$ cat config.mk
export PLATFORM = sky130hd
export DESIGN_NAME = btfb_exec
export DESIGN_NICKNAME = d
export VERILOG_FILES = /design/src/rtl/btfb_pkg.sv /design/src/rtl/btfb_exec.sv /design/src/rtl/btfb_phase_gen.sv
export VERILOG_INCLUDE_DIRS = /design/src /design/src/rtl
export SDC_FILE = /design/constraint.sdc
export NUM_CORES = 1
export LEC_CHECK = 0
export ABC_AREA = 1
export BUFFER_PORTS_ARGS = -buffer_cell sky130_fd_sc_hd__buf_2
export CAP_MARGIN = 10
export CORE_MARGIN = 1
export CORE_UTILIZATION = 53
export CTS_CLUSTER_SIZE = 8
export DETAILED_ROUTE_END_ITERATION = 8
export PLACE_DENSITY = 0.84
export SLEW_MARGIN = 25
export SYNTH_ARGS = -nofsm -noshare
export SYNTH_HDL_FRONTEND = slang
export SYNTH_HIERARCHICAL = 1
export SYNTH_SLANG_ARGS = --single-unit
$ cat constraint.sdc
create_clock -name clk_sys -period 2.2 [get_ports clk_sys]
set_input_delay 0.11 -clock clk_sys [delete_from_list [all_inputs] [get_ports clk_sys]]
set_output_delay 0.11 -clock clk_sys [all_outputs]
set_load 0.01 [all_outputs]
$ cat src/rtl/btfb_defs.svh
// constants for the bit-toggle and flag-branch execution block
`ifndef BTFB_DEFS_SVH
`define BTFB_DEFS_SVH

// ----------------------------------------------------------------
// instruction encodings
// ----------------------------------------------------------------
`define BTFB_OP_TOGGLE 4'h7
`define BTFB_OP_BOV 8'he4
`define BTFB_OP_BZ 8'he0

// ----------------------------------------------------------------
// data addressing
// ----------------------------------------------------------------
`define BTFB_INDEX_MAX 8'h5f
`define BTFB_ACCESS_SPLIT 8'h60
`define BTFB_ACCESS_LO_BANK 4'h0
`define BTFB_ACCESS_HI_BANK 4'hf
`define BTFB_BIT_ONE 8'h01

// ----------------------------------------------------------------
// program counter
// ----------------------------------------------------------------
`define BTFB_PC_STEP 21'h000002
`define BTFB_PC_RST 21'h000000

// ----------------------------------------------------------------
// register byte offsets
// ----------------------------------------------------------------
`define BTFB_REG_CTRL 5'h00
`define BTFB_REG_STATUS 5'h04
`define BTFB_REG_PC 5'h08
`define BTFB_REG_BANK 5'h0c
`define BTFB_REG_INDEX 5'h10
`define BTFB_REG_RETIRE 5'h14

// ----------------------------------------------------------------
// field positions and reset values
// ----------------------------------------------------------------
`define BTFB_CTRL_RUN_BIT 0
`define BTFB_CTRL_EXT_BIT 1
`define BTFB_ST_UNSUP_BIT 2
`define BTFB_CTRL_RST 2'h0
`define BTFB_BANK_RST 4'h0
`define BTFB_INDEX_RST 12'h000
`define BTFB_RETIRE_RST 16'h0000

`endif

$ cat src/rtl/btfb_pkg.sv
// types shared by the bit-toggle and flag-branch execution block
`default_nettype none

package btfb_pkg;

  // ----------------------------------------------------------------
  // instruction cycle phases
  // ----------------------------------------------------------------
  typedef enum logic [3:0] {
    btfb_q1 = 4'b0001,
    btfb_q2 = 4'b0010,
    btfb_q3 = 4'b0100,
    btfb_q4 = 4'b1000
  } btfb_phase_t;

  // ----------------------------------------------------------------
  // decoded operations
  // ----------------------------------------------------------------
  typedef enum logic [3:0] {
    btfb_op_none = 4'b0001,
    btfb_op_toggle = 4'b0010,
    btfb_op_bov = 4'b0100,
    btfb_op_bz = 4'b1000
  } btfb_op_t;

endpackage

`default_nettype wire

$ cat src/rtl/btfb_exec.sv
// bit-toggle and flag-branch execution unit with avalon-mm control registers
//
// Operation
// - the bit-toggle op is upper nibble 0111, then an 8-bit address, a 3-bit bit index and the access bit at bit 0.
// - bit-toggle inverts only the chosen bit of the addressed byte (0 to 255) and writes it back in place.
// - with the access bit at 0 the operand lies in the fixed access bank.
// - with the access bit at 1 the bank-select register supplies the bank, which is the default.
// - with extended mode on, access bit 0 and address at most 95, the operand is indexed off the index base.
// - bit-toggle never changes any status flag, even if the byte becomes zero.
// - branch-on-overflow is upper byte 1110 0100 with a signed 8-bit word offset below.
// - branch-on-overflow jumps only when the overflow flag is 1, else falls through.
// - branch-on-zero is upper byte 1110 0000 with a signed 8-bit word offset below.
// - branch-on-zero jumps only when the zero flag is 1, else falls through.
// - a taken branch loads the pc with instruction address plus 2 plus twice the offset.
// - a branch not taken takes one cycle, a taken one adds an idle cycle, and each is one word.
// - a branch not taken leaves the pc at instruction address plus 2.
`default_nettype none
`include "btfb_defs.svh"

module btfb_exec import btfb_pkg::*; (
  // clock and reset
  input wire logic clk_sys,
  input wire logic resetn,
  // avalon-mm slave
  input wire logic [4:0] avs_address,
  input wire logic avs_read,
  input wire logic avs_write,
  input wire logic [31:0] avs_writedata,
  input wire logic [3:0] avs_byteenable,
  output logic [31:0] avs_readdata,
  output logic avs_waitrequest,
  // instruction fetch
  output logic [20:0] fetch_addr,
  input wire logic [15:0] instr_word,
  input wire logic instr_valid,
  output logic instr_ready,
  // core status flags
  input wire logic ovf_flag,
  input wire logic zero_flag,
  // data memory, read data one clock after mem_rd
  output logic [11:0] mem_addr,
  output logic mem_rd,
  output logic mem_wr,
  output logic [7:0] mem_wdata,
  input wire logic [7:0] mem_rdata
);

  // ----------------------------------------------------------------
  // phase sequencer
  // ----------------------------------------------------------------
  btfb_phase_t phase;

  btfb_phase_gen u_phase (
    .clk_sys(clk_sys),
    .resetn(resetn),
    .phase(phase)
  );

  // ----------------------------------------------------------------
  // declarations
  // ----------------------------------------------------------------
  logic [1:0] ctrl_q;
  logic [1:0] ctrl_d;
  logic [3:0] bank_q;
  logic [3:0] bank_d;
  logic [11:0] index_q;
  logic [11:0] index_d;
  logic ack_q;
  logic ack_d;
  logic [31:0] rdata_q;
  logic [31:0] rdata_d;
  logic bus_wr;
  logic pc_wr;
  logic unsup_clr;

  btfb_op_t op_q;
  btfb_op_t op_d;
  btfb_op_t dec_op;
  logic [20:0] pc_q;
  logic [20:0] pc_d;
  logic [20:0] inst_addr_q;
  logic [20:0] inst_addr_d;
  logic [20:0] target_q;
  logic [20:0] target_d;
  logic [15:0] ir_q;
  logic [15:0] ir_d;
  logic [15:0] retire_q;
  logic [15:0] retire_d;
  logic busy_q;
  logic busy_d;
  logic idle_q;
  logic idle_d;
  logic taken_q;
  logic taken_d;
  logic unsup_q;
  logic unsup_d;
  logic [11:0] mem_addr_q;
  logic [11:0] mem_addr_d;
  logic mem_rd_q;
  logic mem_rd_d;
  logic mem_wr_q;
  logic mem_wr_d;
  logic [7:0] mem_wdata_q;
  logic [7:0] mem_wdata_d;

  logic run;
  logic ext_en;
  logic [7:0] f_field;
  logic [2:0] b_field;
  logic a_field;
  logic [11:0] eff_addr;
  logic [20:0] offset_x2;
  logic cond;

  assign run = ctrl_q[`BTFB_CTRL_RUN_BIT];
  assign ext_en = ctrl_q[`BTFB_CTRL_EXT_BIT];

  function automatic logic [31:0] be_merge(input logic [31:0] old_v, input logic [31:0] new_v,
                                           input logic [3:0] be);
    logic [31:0] res;
    res = old_v;
    for (int i = 0; i < 4; i++) begin
      if (be[i]) begin
        res[i*8 +: 8] = new_v[i*8 +: 8];
      end
    end
    return res;
  endfunction

  // ----------------------------------------------------------------
  // avalon-mm slave
  // ----------------------------------------------------------------
  // one wait state: the request is seen, then answered on the next edge
  assign avs_waitrequest = (avs_read | avs_write) & ~ack_q;
  assign avs_readdata = rdata_q;
  assign bus_wr = avs_write & ack_q;
  assign pc_wr = bus_wr & (avs_address == `BTFB_REG_PC) & ~run;
  assign unsup_clr = bus_wr & (avs_address == `BTFB_REG_STATUS) &
                     avs_byteenable[0] & avs_writedata[`BTFB_ST_UNSUP_BIT];

  always_comb begin
    logic [31:0] merged;
    merged = 32'h00000000;
    ack_d = (avs_read | avs_write) & ~ack_q;
    rdata_d = rdata_q;
    ctrl_d = ctrl_q;
    bank_d = bank_q;
    index_d = index_q;
    if (avs_read & ~ack_q) begin
      case (avs_address)
        `BTFB_REG_CTRL: rdata_d = {30'h00000000, ctrl_q};
        `BTFB_REG_STATUS: rdata_d = {28'h0000000, idle_q, unsup_q, taken_q, busy_q};
        `BTFB_REG_PC: rdata_d = {11'h000, pc_q};
        `BTFB_REG_BANK: rdata_d = {28'h0000000, bank_q};
        `BTFB_REG_INDEX: rdata_d = {20'h00000, index_q};
        `BTFB_REG_RETIRE: rdata_d = {16'h0000, retire_q};
        default: rdata_d = 32'h00000000;
      endcase
    end
    if (bus_wr) begin
      case (avs_address)
        `BTFB_REG_CTRL: begin
          merged = be_merge({30'h00000000, ctrl_q}, avs_writedata, avs_byteenable);
          ctrl_d = merged[1:0];
        end
        `BTFB_REG_BANK: begin
          merged = be_merge({28'h0000000, bank_q}, avs_writedata, avs_byteenable);
          bank_d = merged[3:0];
        end
        `BTFB_REG_INDEX: begin
          merged = be_merge({20'h00000, index_q}, avs_writedata, avs_byteenable);
          index_d = merged[11:0];
        end
        default: merged = 32'h00000000;
      endcase
    end
  end

  always_ff @(posedge clk_sys or negedge resetn) begin
    if (!resetn) begin
      ack_q <= 1'b0;
      rdata_q <= 32'h00000000;
      ctrl_q <= `BTFB_CTRL_RST;
      bank_q <= `BTFB_BANK_RST;
      index_q <= `BTFB_INDEX_RST;
    end else begin
      ack_q <= ack_d;
      rdata_q <= rdata_d;
      ctrl_q <= ctrl_d;
      bank_q <= bank_d;
      index_q <= index_d;
    end
  end

  // ----------------------------------------------------------------
  // decode and operand address
  // ----------------------------------------------------------------
  assign f_field = instr_word[11:4];
  assign b_field = ir_q[3:1];
  assign a_field = instr_word[0];

  always_comb begin
    if (instr_word[15:12] == `BTFB_OP_TOGGLE) begin
      dec_op = btfb_op_toggle;
    end else if (instr_word[15:8] == `BTFB_OP_BOV) begin
      dec_op = btfb_op_bov;
    end else if (instr_word[15:8] == `BTFB_OP_BZ) begin
      dec_op = btfb_op_bz;
    end else begin
      dec_op = btfb_op_none;
    end
  end

  always_comb begin
    if (a_field) begin
      eff_addr = {bank_q, f_field};
    end else if (ext_en && (f_field <= `BTFB_INDEX_MAX)) begin
      eff_addr = index_q + {4'h0, f_field};
    end else if (f_field < `BTFB_ACCESS_SPLIT) begin
      eff_addr = {`BTFB_ACCESS_LO_BANK, f_field};
    end else begin
      eff_addr = {`BTFB_ACCESS_HI_BANK, f_field};
    end
  end

  // word offset doubled and sign-extended to pc width
  assign offset_x2 = {{12{ir_q[7]}}, ir_q[7:0], 1'b0};
  assign cond = (op_q == btfb_op_bov) ? ovf_flag :
                (op_q == btfb_op_bz) ? zero_flag : 1'b0;

  // ----------------------------------------------------------------
  // execution sequence
  // ----------------------------------------------------------------
  assign instr_ready = run & (phase == btfb_q1) & ~idle_q;

  always_comb begin
    op_d = op_q;
    pc_d = pc_q;
    inst_addr_d = inst_addr_q;
    target_d = target_q;
    ir_d = ir_q;
    retire_d = retire_q;
    busy_d = busy_q;
    idle_d = idle_q;
    taken_d = taken_q;
    unsup_d = unsup_q & ~unsup_clr;
    mem_addr_d = mem_addr_q;
    mem_rd_d = 1'b0;
    mem_wr_d = 1'b0;
    mem_wdata_d = mem_wdata_q;
    case (phase)
      btfb_q1: begin
        if (!idle_q && instr_ready && instr_valid) begin
          ir_d = instr_word;
          op_d = dec_op;
          busy_d = 1'b1;
          taken_d = 1'b0;
          inst_addr_d = pc_q;
          pc_d = pc_q + `BTFB_PC_STEP;
          if (dec_op == btfb_op_toggle) begin
            mem_addr_d = eff_addr;
            mem_rd_d = 1'b1;
          end
          if (dec_op == btfb_op_none) begin
            unsup_d = 1'b1;
          end
        end
      end
      btfb_q2: begin
        // branch literal is already held in the instruction latch
        target_d = inst_addr_q + `BTFB_PC_STEP + offset_x2;
      end
      btfb_q3: begin
        if (op_q == btfb_op_toggle) begin
          // only the data byte is written, status flags are left alone
          mem_wdata_d = mem_rdata ^ (`BTFB_BIT_ONE << b_field);
          mem_wr_d = 1'b1;
        end
        if ((op_q == btfb_op_bov) || (op_q == btfb_op_bz)) begin
          taken_d = cond;
        end
      end
      btfb_q4: begin
        if (idle_q) begin
          idle_d = 1'b0;
        end
        if (busy_q) begin
          if (taken_q) begin
            pc_d = target_q;
            idle_d = 1'b1;
          end
          retire_d = retire_q + 16'h0001;
          busy_d = 1'b0;
          op_d = btfb_op_none;
        end
      end
      default: begin
        busy_d = 1'b0;
      end
    endcase
    if (pc_wr) begin
      pc_d = {avs_writedata[20:1], 1'b0};
    end
  end

  always_ff @(posedge clk_sys or negedge resetn) begin
    if (!resetn) begin
      op_q <= btfb_op_none;
      pc_q <= `BTFB_PC_RST;
      inst_addr_q <= `BTFB_PC_RST;
      target_q <= `BTFB_PC_RST;
      ir_q <= 16'h0000;
      retire_q <= `BTFB_RETIRE_RST;
      busy_q <= 1'b0;
      idle_q <= 1'b0;
      taken_q <= 1'b0;
      unsup_q <= 1'b0;
      mem_addr_q <= 12'h000;
      mem_rd_q <= 1'b0;
      mem_wr_q <= 1'b0;
      mem_wdata_q <= 8'h00;
    end else begin
      op_q <= op_d;
      pc_q <= pc_d;
      inst_addr_q <= inst_addr_d;
      target_q <= target_d;
      ir_q <= ir_d;
      retire_q <= retire_d;
      busy_q <= busy_d;
      idle_q <= idle_d;
      taken_q <= taken_d;
      unsup_q <= unsup_d;
      mem_addr_q <= mem_addr_d;
      mem_rd_q <= mem_rd_d;
      mem_wr_q <= mem_wr_d;
      mem_wdata_q <= mem_wdata_d;
    end
  end

  // ----------------------------------------------------------------
  // outputs
  // ----------------------------------------------------------------
  assign fetch_addr = pc_q;
  assign mem_addr = mem_addr_q;
  assign mem_rd = mem_rd_q;
  assign mem_wr = mem_wr_q;
  assign mem_wdata = mem_wdata_q;

endmodule

`default_nettype wire

$ cat src/rtl/btfb_phase_gen.sv
// four-phase instruction cycle sequencer
`default_nettype none

module btfb_phase_gen import btfb_pkg::*; (
  // clock and reset
  input wire logic clk_sys,
  input wire logic resetn,
  // current phase
  output btfb_phase_t phase
);

  btfb_phase_t phase_q;
  btfb_phase_t phase_d;

  always_comb begin
    case (phase_q)
      btfb_q1: phase_d = btfb_q2;
      btfb_q2: phase_d = btfb_q3;
      btfb_q3: phase_d = btfb_q4;
      btfb_q4: phase_d = btfb_q1;
      default: phase_d = btfb_q1;
    endcase
  end

  always_ff @(posedge clk_sys or negedge resetn) begin
    if (!resetn) begin
      phase_q <= btfb_q1;
    end else begin
      phase_q <= phase_d;
    end
  end

  assign phase = phase_q;

endmodule

`default_nettype wire

Word-level counts from Yosys, hierarchy flattened
Index checks and enable logic that the tools add are counted.

Register bits: 172. Bits in latches: 0. Bits in writable memories: 0. Memory bits (read-only): 0. Input bits: 72. Output and inout port bits: 77. Logic and storage cells: 125. Memories kept: 0.

Add/sub/neg operators: 5. $mul: 0. Divide/modulo/power cells: 0. $lt $le $gt $ge: 2. Eq/ne operators: 23. Shift operators: 1. Multiplexer cells: 33. Bitwise gates (word level): 18. Reductions and logical operators: 22.

Operator list (count): case mux 21 bit (6 select lines) (1); 2-to-1 mux 21 bit (4); adder 21 x 2 -> 21 bit, second input constant (2); case mux 21 bit (2 select lines) (1); 2-to-1 mux 12 bit (3); adder 21 bit (1); AND reduction 3 bit (7); 2-to-1 mux 4 bit (5); adder 16 x 1 -> 16 bit, second input constant (1); == test 8 bit, second input constant (2); 2-to-1 mux 1 bit (15); adder 12 x 8 -> 12 bit (1); == test 4 x 2 -> 1 bit, second input constant (3); == test 4 x 3 -> 1 bit, second input constant (3); case mux 4 bit (3 select lines) (1); bitwise AND 1 bit (11); == test 5 x 4 -> 1 bit, second input constant (2); == test 5 bit, second input constant (2); == test 4 x 1 -> 1 bit, second input constant (2); == test 4 bit, second input constant (2); <= comparator 8 x 7 -> 1 bit, second input constant (1); < comparator 8 x 7 -> 1 bit, second input constant (1); case mux 4 bit (2 select lines) (1); AND reduction 2 bit (4); 18 further kinds (28).

Depth between registers and ports, before layout
Gate-level depths: netlist of run 1.

Word-level depth: 9. Depth in mapped cells: 14. Gate-level depth less buffers: 14.

Cells and area by module
The synthesis of run 1 kept the hierarchy.

By module, submodules not included: btfb_exec (instances 1, cells each 1314, area each 9829.4 µm², sequential area each 3930.0 µm²); btfb_phase_gen (instances 1, cells each 19, area each 172.7 µm², sequential area each 101.3 µm²).

Worst setup path after synthesis of run 1
No wires, ideal clock.

Path type: register -> register. From: reg ir_q[1]. To: reg target_q[14]. Setup time: 0.117 ns. Data arrival time: 1.950 ns. Required time: 2.083 ns. Setup slack: 0.133 ns. Stages on the path, launching flop included: 12. Path buffers: 0. Period minus slack after synthesis: 2.067 ns. Path through: dfrtp_1 ha_1 ha_1 fa_1 nand3_1 nand3_1 nand3_1 nand2_1 nand2_1 nand3b_1 nand3_1 nand2_1.

Cells in the longest elaborated chain, start to end: 1.

Ends and longest elaborated chain: start: declaration (RTL line btfb_exec.sv:85) `logic [15:0] ir_q;`; start signal: assignment (RTL line btfb_exec.sv:327) `ir_q <= ir_d;`; adder 21 bit (RTL line btfb_exec.sv:271) `` target_d = inst_addr_q + `BTFB_PC_STEP + offset_x2; ``; end signal: assignment (RTL line btfb_exec.sv:311) `` target_q <= `BTFB_PC_RST; ``; end signal: assignment (RTL line btfb_exec.sv:326) `target_q <= target_d;`; end: declaration (RTL line btfb_exec.sv:83) `logic [20:0] target_q;`.

Every way passes these cells. A chain may end at the register's enable or synchronous reset.

Final worst setup path of run 1
From: reg ir_q[7]. To: reg target_q[18].

The elaborated chain is that of the path after synthesis.

==> qor.yml, run 1 <==
ys_ff_latch: 161
worstSetupPathType: "register to register"
end_kind: "register"
finClkSkew_ns: 0.01039
antenna_found_initial: 0
synth.area.top_cells: "dfrtp_1 (40%), nand2_1 (14%), inv_1 (6.0%)"
post_drt_wl_per_cell_um: 16.77
outcome: "complete, no violations"
synth_top_cell_by_area: "dfrtp_1"
ios: 149
top_usage_layer: "met2"
r2r-end: "target_q[18]"
final_common_cell: "nand2_1"
path_clk_slew_ns: 0.07
tightest_slew_ns: 0.5177
antenna_left: 0
cts_inserted_buffers: 17
nets: 1635
die-area_mm2: 0.01943
worstHoldPathType: "input pin to register"
netlist_area_mm2: 0.01000
dr.pass1.iters: 5
slew_violations: 0
ys_types: 48
worst_setup_path_start_kind: "register"
mostFrequentLayoutCells: "nand2_1 (366), inv_1 (159), dfrtp_1 (158), nor2_1 (132), buf_2 (123)"
setup_viol: 0
hold_depth: 3
period_share_pct: 98.62
seq_area_mm2: 0.004033
die_h_um: 139.4
drv_cap: 0
synth_cells: 1333
drt_iter0_drc: 1084
hold_viol_final: 0
fp.dieW_um: 139.4
fp.coreArea_mm2: 0.01821
switchingPower_w: 0.003596
required_ns: 2.53
p_int_w: 0.006165
diodes: 0
dr_total_vias: 9811
initial_core_util_pct: 54.93
yosys_warnings: 6
grt_use_met3_pct: 5.712
cts_tree: "done"
grtUsageTotal_pct: 30.57
viasPerCell: 5.587
wl_mm: 29.44
min_period_ns: 2.170
globalplace.congestion: 0.9501
met2_usage_pct: 48.85
p_comb_share_pct: 29.0
synth_top_cell_area_share_pct: 39.78
place_area_mm2: 0.01102
grt-ovfl-total: 0
grt_pass1_vias: 9143
leakage_nw: 6.362
power_switching_share_pct: 36.84
stdcell_area_mm2: 0.01216
cts_max_level: 4
fmax_mhz: 460.9
root_buffer: "clkbuf_16"
clkPwrFrac_pct: 30.7
use_met1_pct: 40.89
finalSetupTns_ns: 0
slew-limit-headroom_pct: 65.48
seq_power_share_pct: 40.4
worstHoldStart: "avs_writedata[7]"
power-per-cell-area_mw_per_mm2: 802.7
fill_cells: 1445
critPathMaxFanout: 7
multi_input_area_mm2: 0.005384
drcViolationCount: 0
vdd_drop_max_uv: 645.9
port_buffers: 124
grt_max_degree: 53
dpl.hpwl_mm: 20.70
syn_to_final_growth_pct: 21.58
clk_latency_ns: 0.44
synth_async_sr_flop_share_pct: 100.0
r2r-start: "ir_q[7]"
synth_area_per_cell_um2: 7.503
rows: 49
cts_sinks: 161
cp_data_arrival_time_ns: 2.50
holdPathEnd: "index_q[7]"
rr_worst_depth: 10
synth_edf_count: 0
drive_gt1_share_pct: 19.52
reg2reg_slack_ns: 0.03
ys_seq_area_share_pct: 40.31
clockBufferDepth: 2
synth_ff_type: "dfrtp_1"
grt_pass1_wl_mm: 46.71
[synthesized netlist by cell type (4+ instances only)]
cell / instances
inv_1: 159
nor2_4: 7
nor2_2: 12
nand3b_1: 6
o21ai_1: 13
nand4_1: 7
nor2_1: 135
buf_6: 4
xor2_1: 23
buf_4: 16
o21ai_0: 101
dfrtp_1: 159
a21oi_2: 11
nor3_1: 13
nor3_4: 4
a21oi_1: 49
o31ai_1: 7
nand2_1: 374
ha_1: 47
clkbuf_1: 11
xnor2_1: 11
nand3_1: 96
o22ai_1: 11
o211ai_1: 7
buf_2: 8
nand2_2: 4
[metal layers]
layer | part of all wire, % | vias to the layer above
met2 | 47 | 534
met4 | 3.6 | 0
met5 | 0 | -
met3 | 8.4 | 90
met1 | 41 | 4547
li1 | - | 4640
[power groups by stage]
stage / registers [W] / logic (W) / clock network [W]
2_1_floorplan: 0.00393 / 0.00151 / 0
5_1_grt: 0.00399 / 0.00311 / 0.00315
6_report: 0.00394 / 0.00283 / 0.00299
3_5_place_dp: 0.00396 / 0.00255 / 0
3_3_place_gp: 0.00395 / 0.00248 / 0
4_1_cts: 0.00391 / 0.00262 / 0.00302
[registers in the layout, indices dropped and copies added, names as in the netlist, 2 cells and up]
name / count
target_q: 21
mem_wdata: 8
avs_readdata: 21
index_q: 12
inst_addr_q: 21
bank_q: 4
ir_q: 8
fetch_addr: 21
op_q: 4
retire_q: 16
u_phase/phase: 4
ctrl_q: 2
mem_addr: 12
[critical path, cell delays in order, from the launching register on]
cell      delay, ns
dfrtp_2        0.47
buf_6          0.16
buf_4          0.16
ha_4           0.28
ha_4           0.21
a21oi_1        0.20
o21ai_0        0.14
nor2_1         0.17
nand3b_1       0.10
nand3_1        0.09
nand2_1        0.06
[per-stage QoR]
stage / worst slack (ns) / instances / hold slack (ns) / power (W) / utilization (%)
after floorplan: 0.1329 / 1343 / -0.1856 / 0.005436 / -
after CTS: 0.02931 / 1751 / 0.002378 / 0.009552 / 65.20
after global placement: 0.03989 / 1694 / 0.09293 / 0.006429 / 60.54
final: 0.03046 / 1756 / 0.02671 / 0.009761 / 66.78
after detailed placement: -0.003449 / 1694 / 0.09740 / 0.006509 / 60.54
after global routing: -0.04953 / 1756 / 0.01575 / 0.01025 / 66.78
[area by class of cell]
cell class | instances | share of cell area [%]
multi-input cells | 976 | 44.27
flip-flops and latches | 161 | 33.16
repair buffers | 191 | 10.17
inverters | 167 | 5.186
clock buffers | 17 | 3.498
well taps | 229 | 2.356
clock inverters | 15 | 1.358
[cell families after synthesis]
logic type | synth area share (%)
and+or+nand+nor | 29.53
buffers and inverters | 8.769
AOI/OAI and AO/OA | 11.43
DFF | 40.31
adders and majority gates | 6.280
xor gates and xnor gates | 2.977
muxes | 0.6630
other | 0.03749
[worst max-delay path by stage]
stage / startpoint / cells after the start / end / slack (ns)
finish: ir_q[7] / 10 / target_q[18] / 0.03
detailed placement: ir_q[7] / 8 / target_q[9] / -0.003
CTS: inst_addr_q[2] / 11 / target_q[14] / 0.03
global placement: ir_q[7] / 10 / target_q[19] / 0.04
floorplan: ir_q[1] / 11 / target_q[14] / 0.13
global route: ir_q[7] / 13 / target_q[20] / -0.05
[what timing repair did]
action	4_1_cts	5_1_grt
pin swaps	0	5
resized for setup	2	42
buffers inserted	0	4
endpoints found under the hold margin	75	1
hold buffers	25	1
setup endpoints to repair	3	13
No activity file was read; power rests on OpenSTA's default activity.
==> run 2: changes to the inputs <==
--- a/config.mk
+++ b/config.mk
@@ -13,6 +13,7 @@
 export CORE_UTILIZATION = 53
 export CTS_CLUSTER_SIZE = 8
 export DETAILED_ROUTE_END_ITERATION = 8
+export GPL_TIMING_DRIVEN = 0
 export PLACE_DENSITY = 0.84
 export SLEW_MARGIN = 25
 export SYNTH_ARGS = -nofsm -noshare
==> run 2 against run 1 <==
Against the previous run:
- the run now ends with negative hold slack left
- wire length rose by 1.6%
- global-route usage rose by 0.094 points
- critical endpoint is now target_q[14]
- design area rose by 0.23%
- non-clock buffer count rose by 2
- combinational power fell by 2%
- setup slack improved by 0.059 ns
==> qor.yml, run 2 (synthesized netlist as in run 1, its figures left out) <==
power_switching_share_pct: 35.96  # -0.88 points
cts_tree: "done"
cp_data_arrival_time_ns: 2.43  # -0.07 ns
mostFrequentLayoutCells: "nand2_1 (366), inv_1 (159), dfrtp_1 (157), nor2_1 (132), buf_2 (131)"
worstSetupPathType: "register to register"
grt_pass1_vias: 9216  # +0.80%
seq_area_mm2: 0.004034  # about the same
drv_cap: 0  # unchanged
cts_max_level: 4  # unchanged
final_common_cell: "nand2_1"
place_area_mm2: 0.01098  # -0.36%
rows: 49  # unchanged
switchingPower_w: 0.003566  # -0.84%
dr_total_vias: 9882  # +0.72%
grt_pass1_wl_mm: 46.66  # about the same
slew-limit-headroom_pct: 56.29  # -9.2 points
fill_cells: 1494  # +3.4%
setup_slack_ns: 0.08916  # +0.05870 ns
grt_max_degree: 96  # +81%
min_period_ns: 2.111  # -0.05870 ns
outcome: "complete, but fails checks"
rr_worst_depth: 10  # unchanged
setup_viol: 0  # unchanged
worst_setup_path_start_kind: "register"
syn_to_final_growth_pct: 21.85
required_ns: 2.52  # about the same
leakage_nw: 6.354  # -0.13%
cts_inserted_buffers: 17  # unchanged
slew_violations: 0  # unchanged
tightest_slew_ns: 0.6557  # +0.1380 ns
nets: 1637  # +0.12%
power-per-cell-area_mw_per_mm2: 813.6  # +1.4%
drcViolationCount: 0  # unchanged
preCtsSetupSlack_ns: -0.2034  # -0.2000 ns
port_buffers: 124  # unchanged
utilization_pct: 66.93  # +0.15 points
drive_gt1_share_pct: 19.62  # +0.11 points
period_share_pct: 95.95  # -2.7 points
drt_iter0_drc: 991  # -8.6%
r2r-start: "ir_q[2]"
r2r-end: "target_q[14]"
end_kind: "register"
holdPathEnd: "mem_wdata[0]"
fp.dieW_um: 139.4  # unchanged
stdcell_count: 1758  # +0.11%
dpl.hpwl_mm: 21.75  # +5.1%
dpl.cell_count: 1697  # +0.18%
reg2reg_slack_ns: 0.09  # +0.06 ns
clkPwrFrac_pct: 31.9  # +1.2 points
globalplace.congestion: 0.9970  # +4.9%
path_clk_slew_ns: 0.07  # about the same
finalSetupTns_ns: 0  # unchanged
violations: "negative hold slack"
antenna_left: 0  # unchanged
p_comb_share_pct: 28.0  # -1.0 points
grtUsageTotal_pct: 30.66  # +0.094 points
worstHoldStart: "mem_rdata[0]"
die-area_mm2: 0.01943  # unchanged
fp.coreArea_mm2: 0.01821  # unchanged
diodes: 0  # unchanged
hold_slack_ns: -0.01004  # -0.03675 ns
fmax_mhz: 473.7  # +2.8%
multi_input_area_mm2: 0.005438  # +1.0%
grt-ovfl-total: 0  # unchanged
antenna_found_initial: 0  # unchanged
clockBufferDepth: 2  # unchanged
root_buffer: "clkbuf_16"
hold_viol_final: 1  # +1
stdcell_area_mm2: 0.01219  # +0.23%
ios: 149  # unchanged
p_int_w: 0.006350  # +3.0%
vdd_drop_max_uv: 627.2  # -2.9%
cts_sinks: 161  # unchanged
hold_depth: 3  # unchanged
initial_core_util_pct: 54.93  # unchanged
worstHoldPathType: "input pin to register"
die_h_um: 139.4  # unchanged
clk_latency_ns: 0.44  # about the same
seq_power_share_pct: 40.1  # -0.3 points
viasPerCell: 5.621  # +0.61%
post_drt_wl_per_cell_um: 17.02  # +1.5%
dr.pass1.iters: 8  # +3
finClkSkew_ns: 0.01136  # +0.0009757 ns
wl_mm: 29.92  # +1.6%
critPathMaxFanout: 6  # -1
-- run 2: cell types whose count changed in the layout (fill, tap and decap cells not counted), sizes merged --
cell | previous run | this run
clkbuf | 17 | 29
dlygate4sd3 | 26 | 21
buf | 165 | 161
bufinv | 1 | 3
inv | 172 | 170
clkinv | 7 | 6
-- run 2: how the worst max path moves through the flow --
stage	startpoint	endpoint	cells after the start
CTS	ir_q[7]	target_q[19]	10
finish	ir_q[2]	target_q[14]	10
global placement	resetn	avs_readdata[13]	1
floorplan	ir_q[1]	target_q[14]	11
detailed placement	ir_q[7]	target_q[12]	8
global route	ir_q[7]	target_q[20]	11
-- run 2: power groups by stage --
stage / combinational, W / sequential [W] / clock, W
after detailed placement: 0.00243 / 0.00400 / 0
after global routing: 0.00305 / 0.00402 / 0.00331
after CTS: 0.00253 / 0.00395 / 0.00319
after floorplan: 0.00151 / 0.00393 / 0
after global placement: 0.00235 / 0.00399 / 0
final: 0.00278 / 0.00398 / 0.00316
-- run 2: worst max-delay path, stage by stage (launching register included) --
cell      delay (ns)
dfrtp_1         0.45
ha_1            0.35
fa_2            0.42
nand3_1         0.11
nand3_2         0.10
nand3_1         0.10
nand2_2         0.10
nand2_1         0.10
nand3b_1        0.08
nand3_1         0.13
nand2_1         0.06
-- run 2: per-layer routing --
metal  GRT usage, %  wire length (um)
met5              0                 0
met4          12.51               826
met3          4.301              2570
met2          48.45             13700
met1          42.46             12820
-- run 2: metrics by stage --
stage	hold slack [ns]	power, W
after floorplan	-0.1856	0.005436
after global placement	0.3746	0.006341
after detailed placement	0.09092	0.006433
after CTS	0.0005367	0.009667
after global routing	0.02595	0.01038
final	-0.01004	0.009916
-- run 2: what timing repair did --
action | in CTS | in global routing
hold buffers | 21 | 0
pin swaps | 1 | 6
hold endpoints to repair | 86 | 0
endpoints found under the setup margin | 13 | 13
resized for setup | 9 | 44
setup buffers | 3 | 5
-- run 2: layout make-up --
type | instances | area share, %
Multi-Input combinational cell | 976 | 44.62
Clock buffer | 18 | 3.521
Inverter | 167 | 5.174
Sequential cell | 161 | 33.10
Tap cell | 229 | 2.351
Buffer | 39 | 2.022
Clock inverter | 14 | 1.571
Timing Repair Buffer | 154 | 7.648
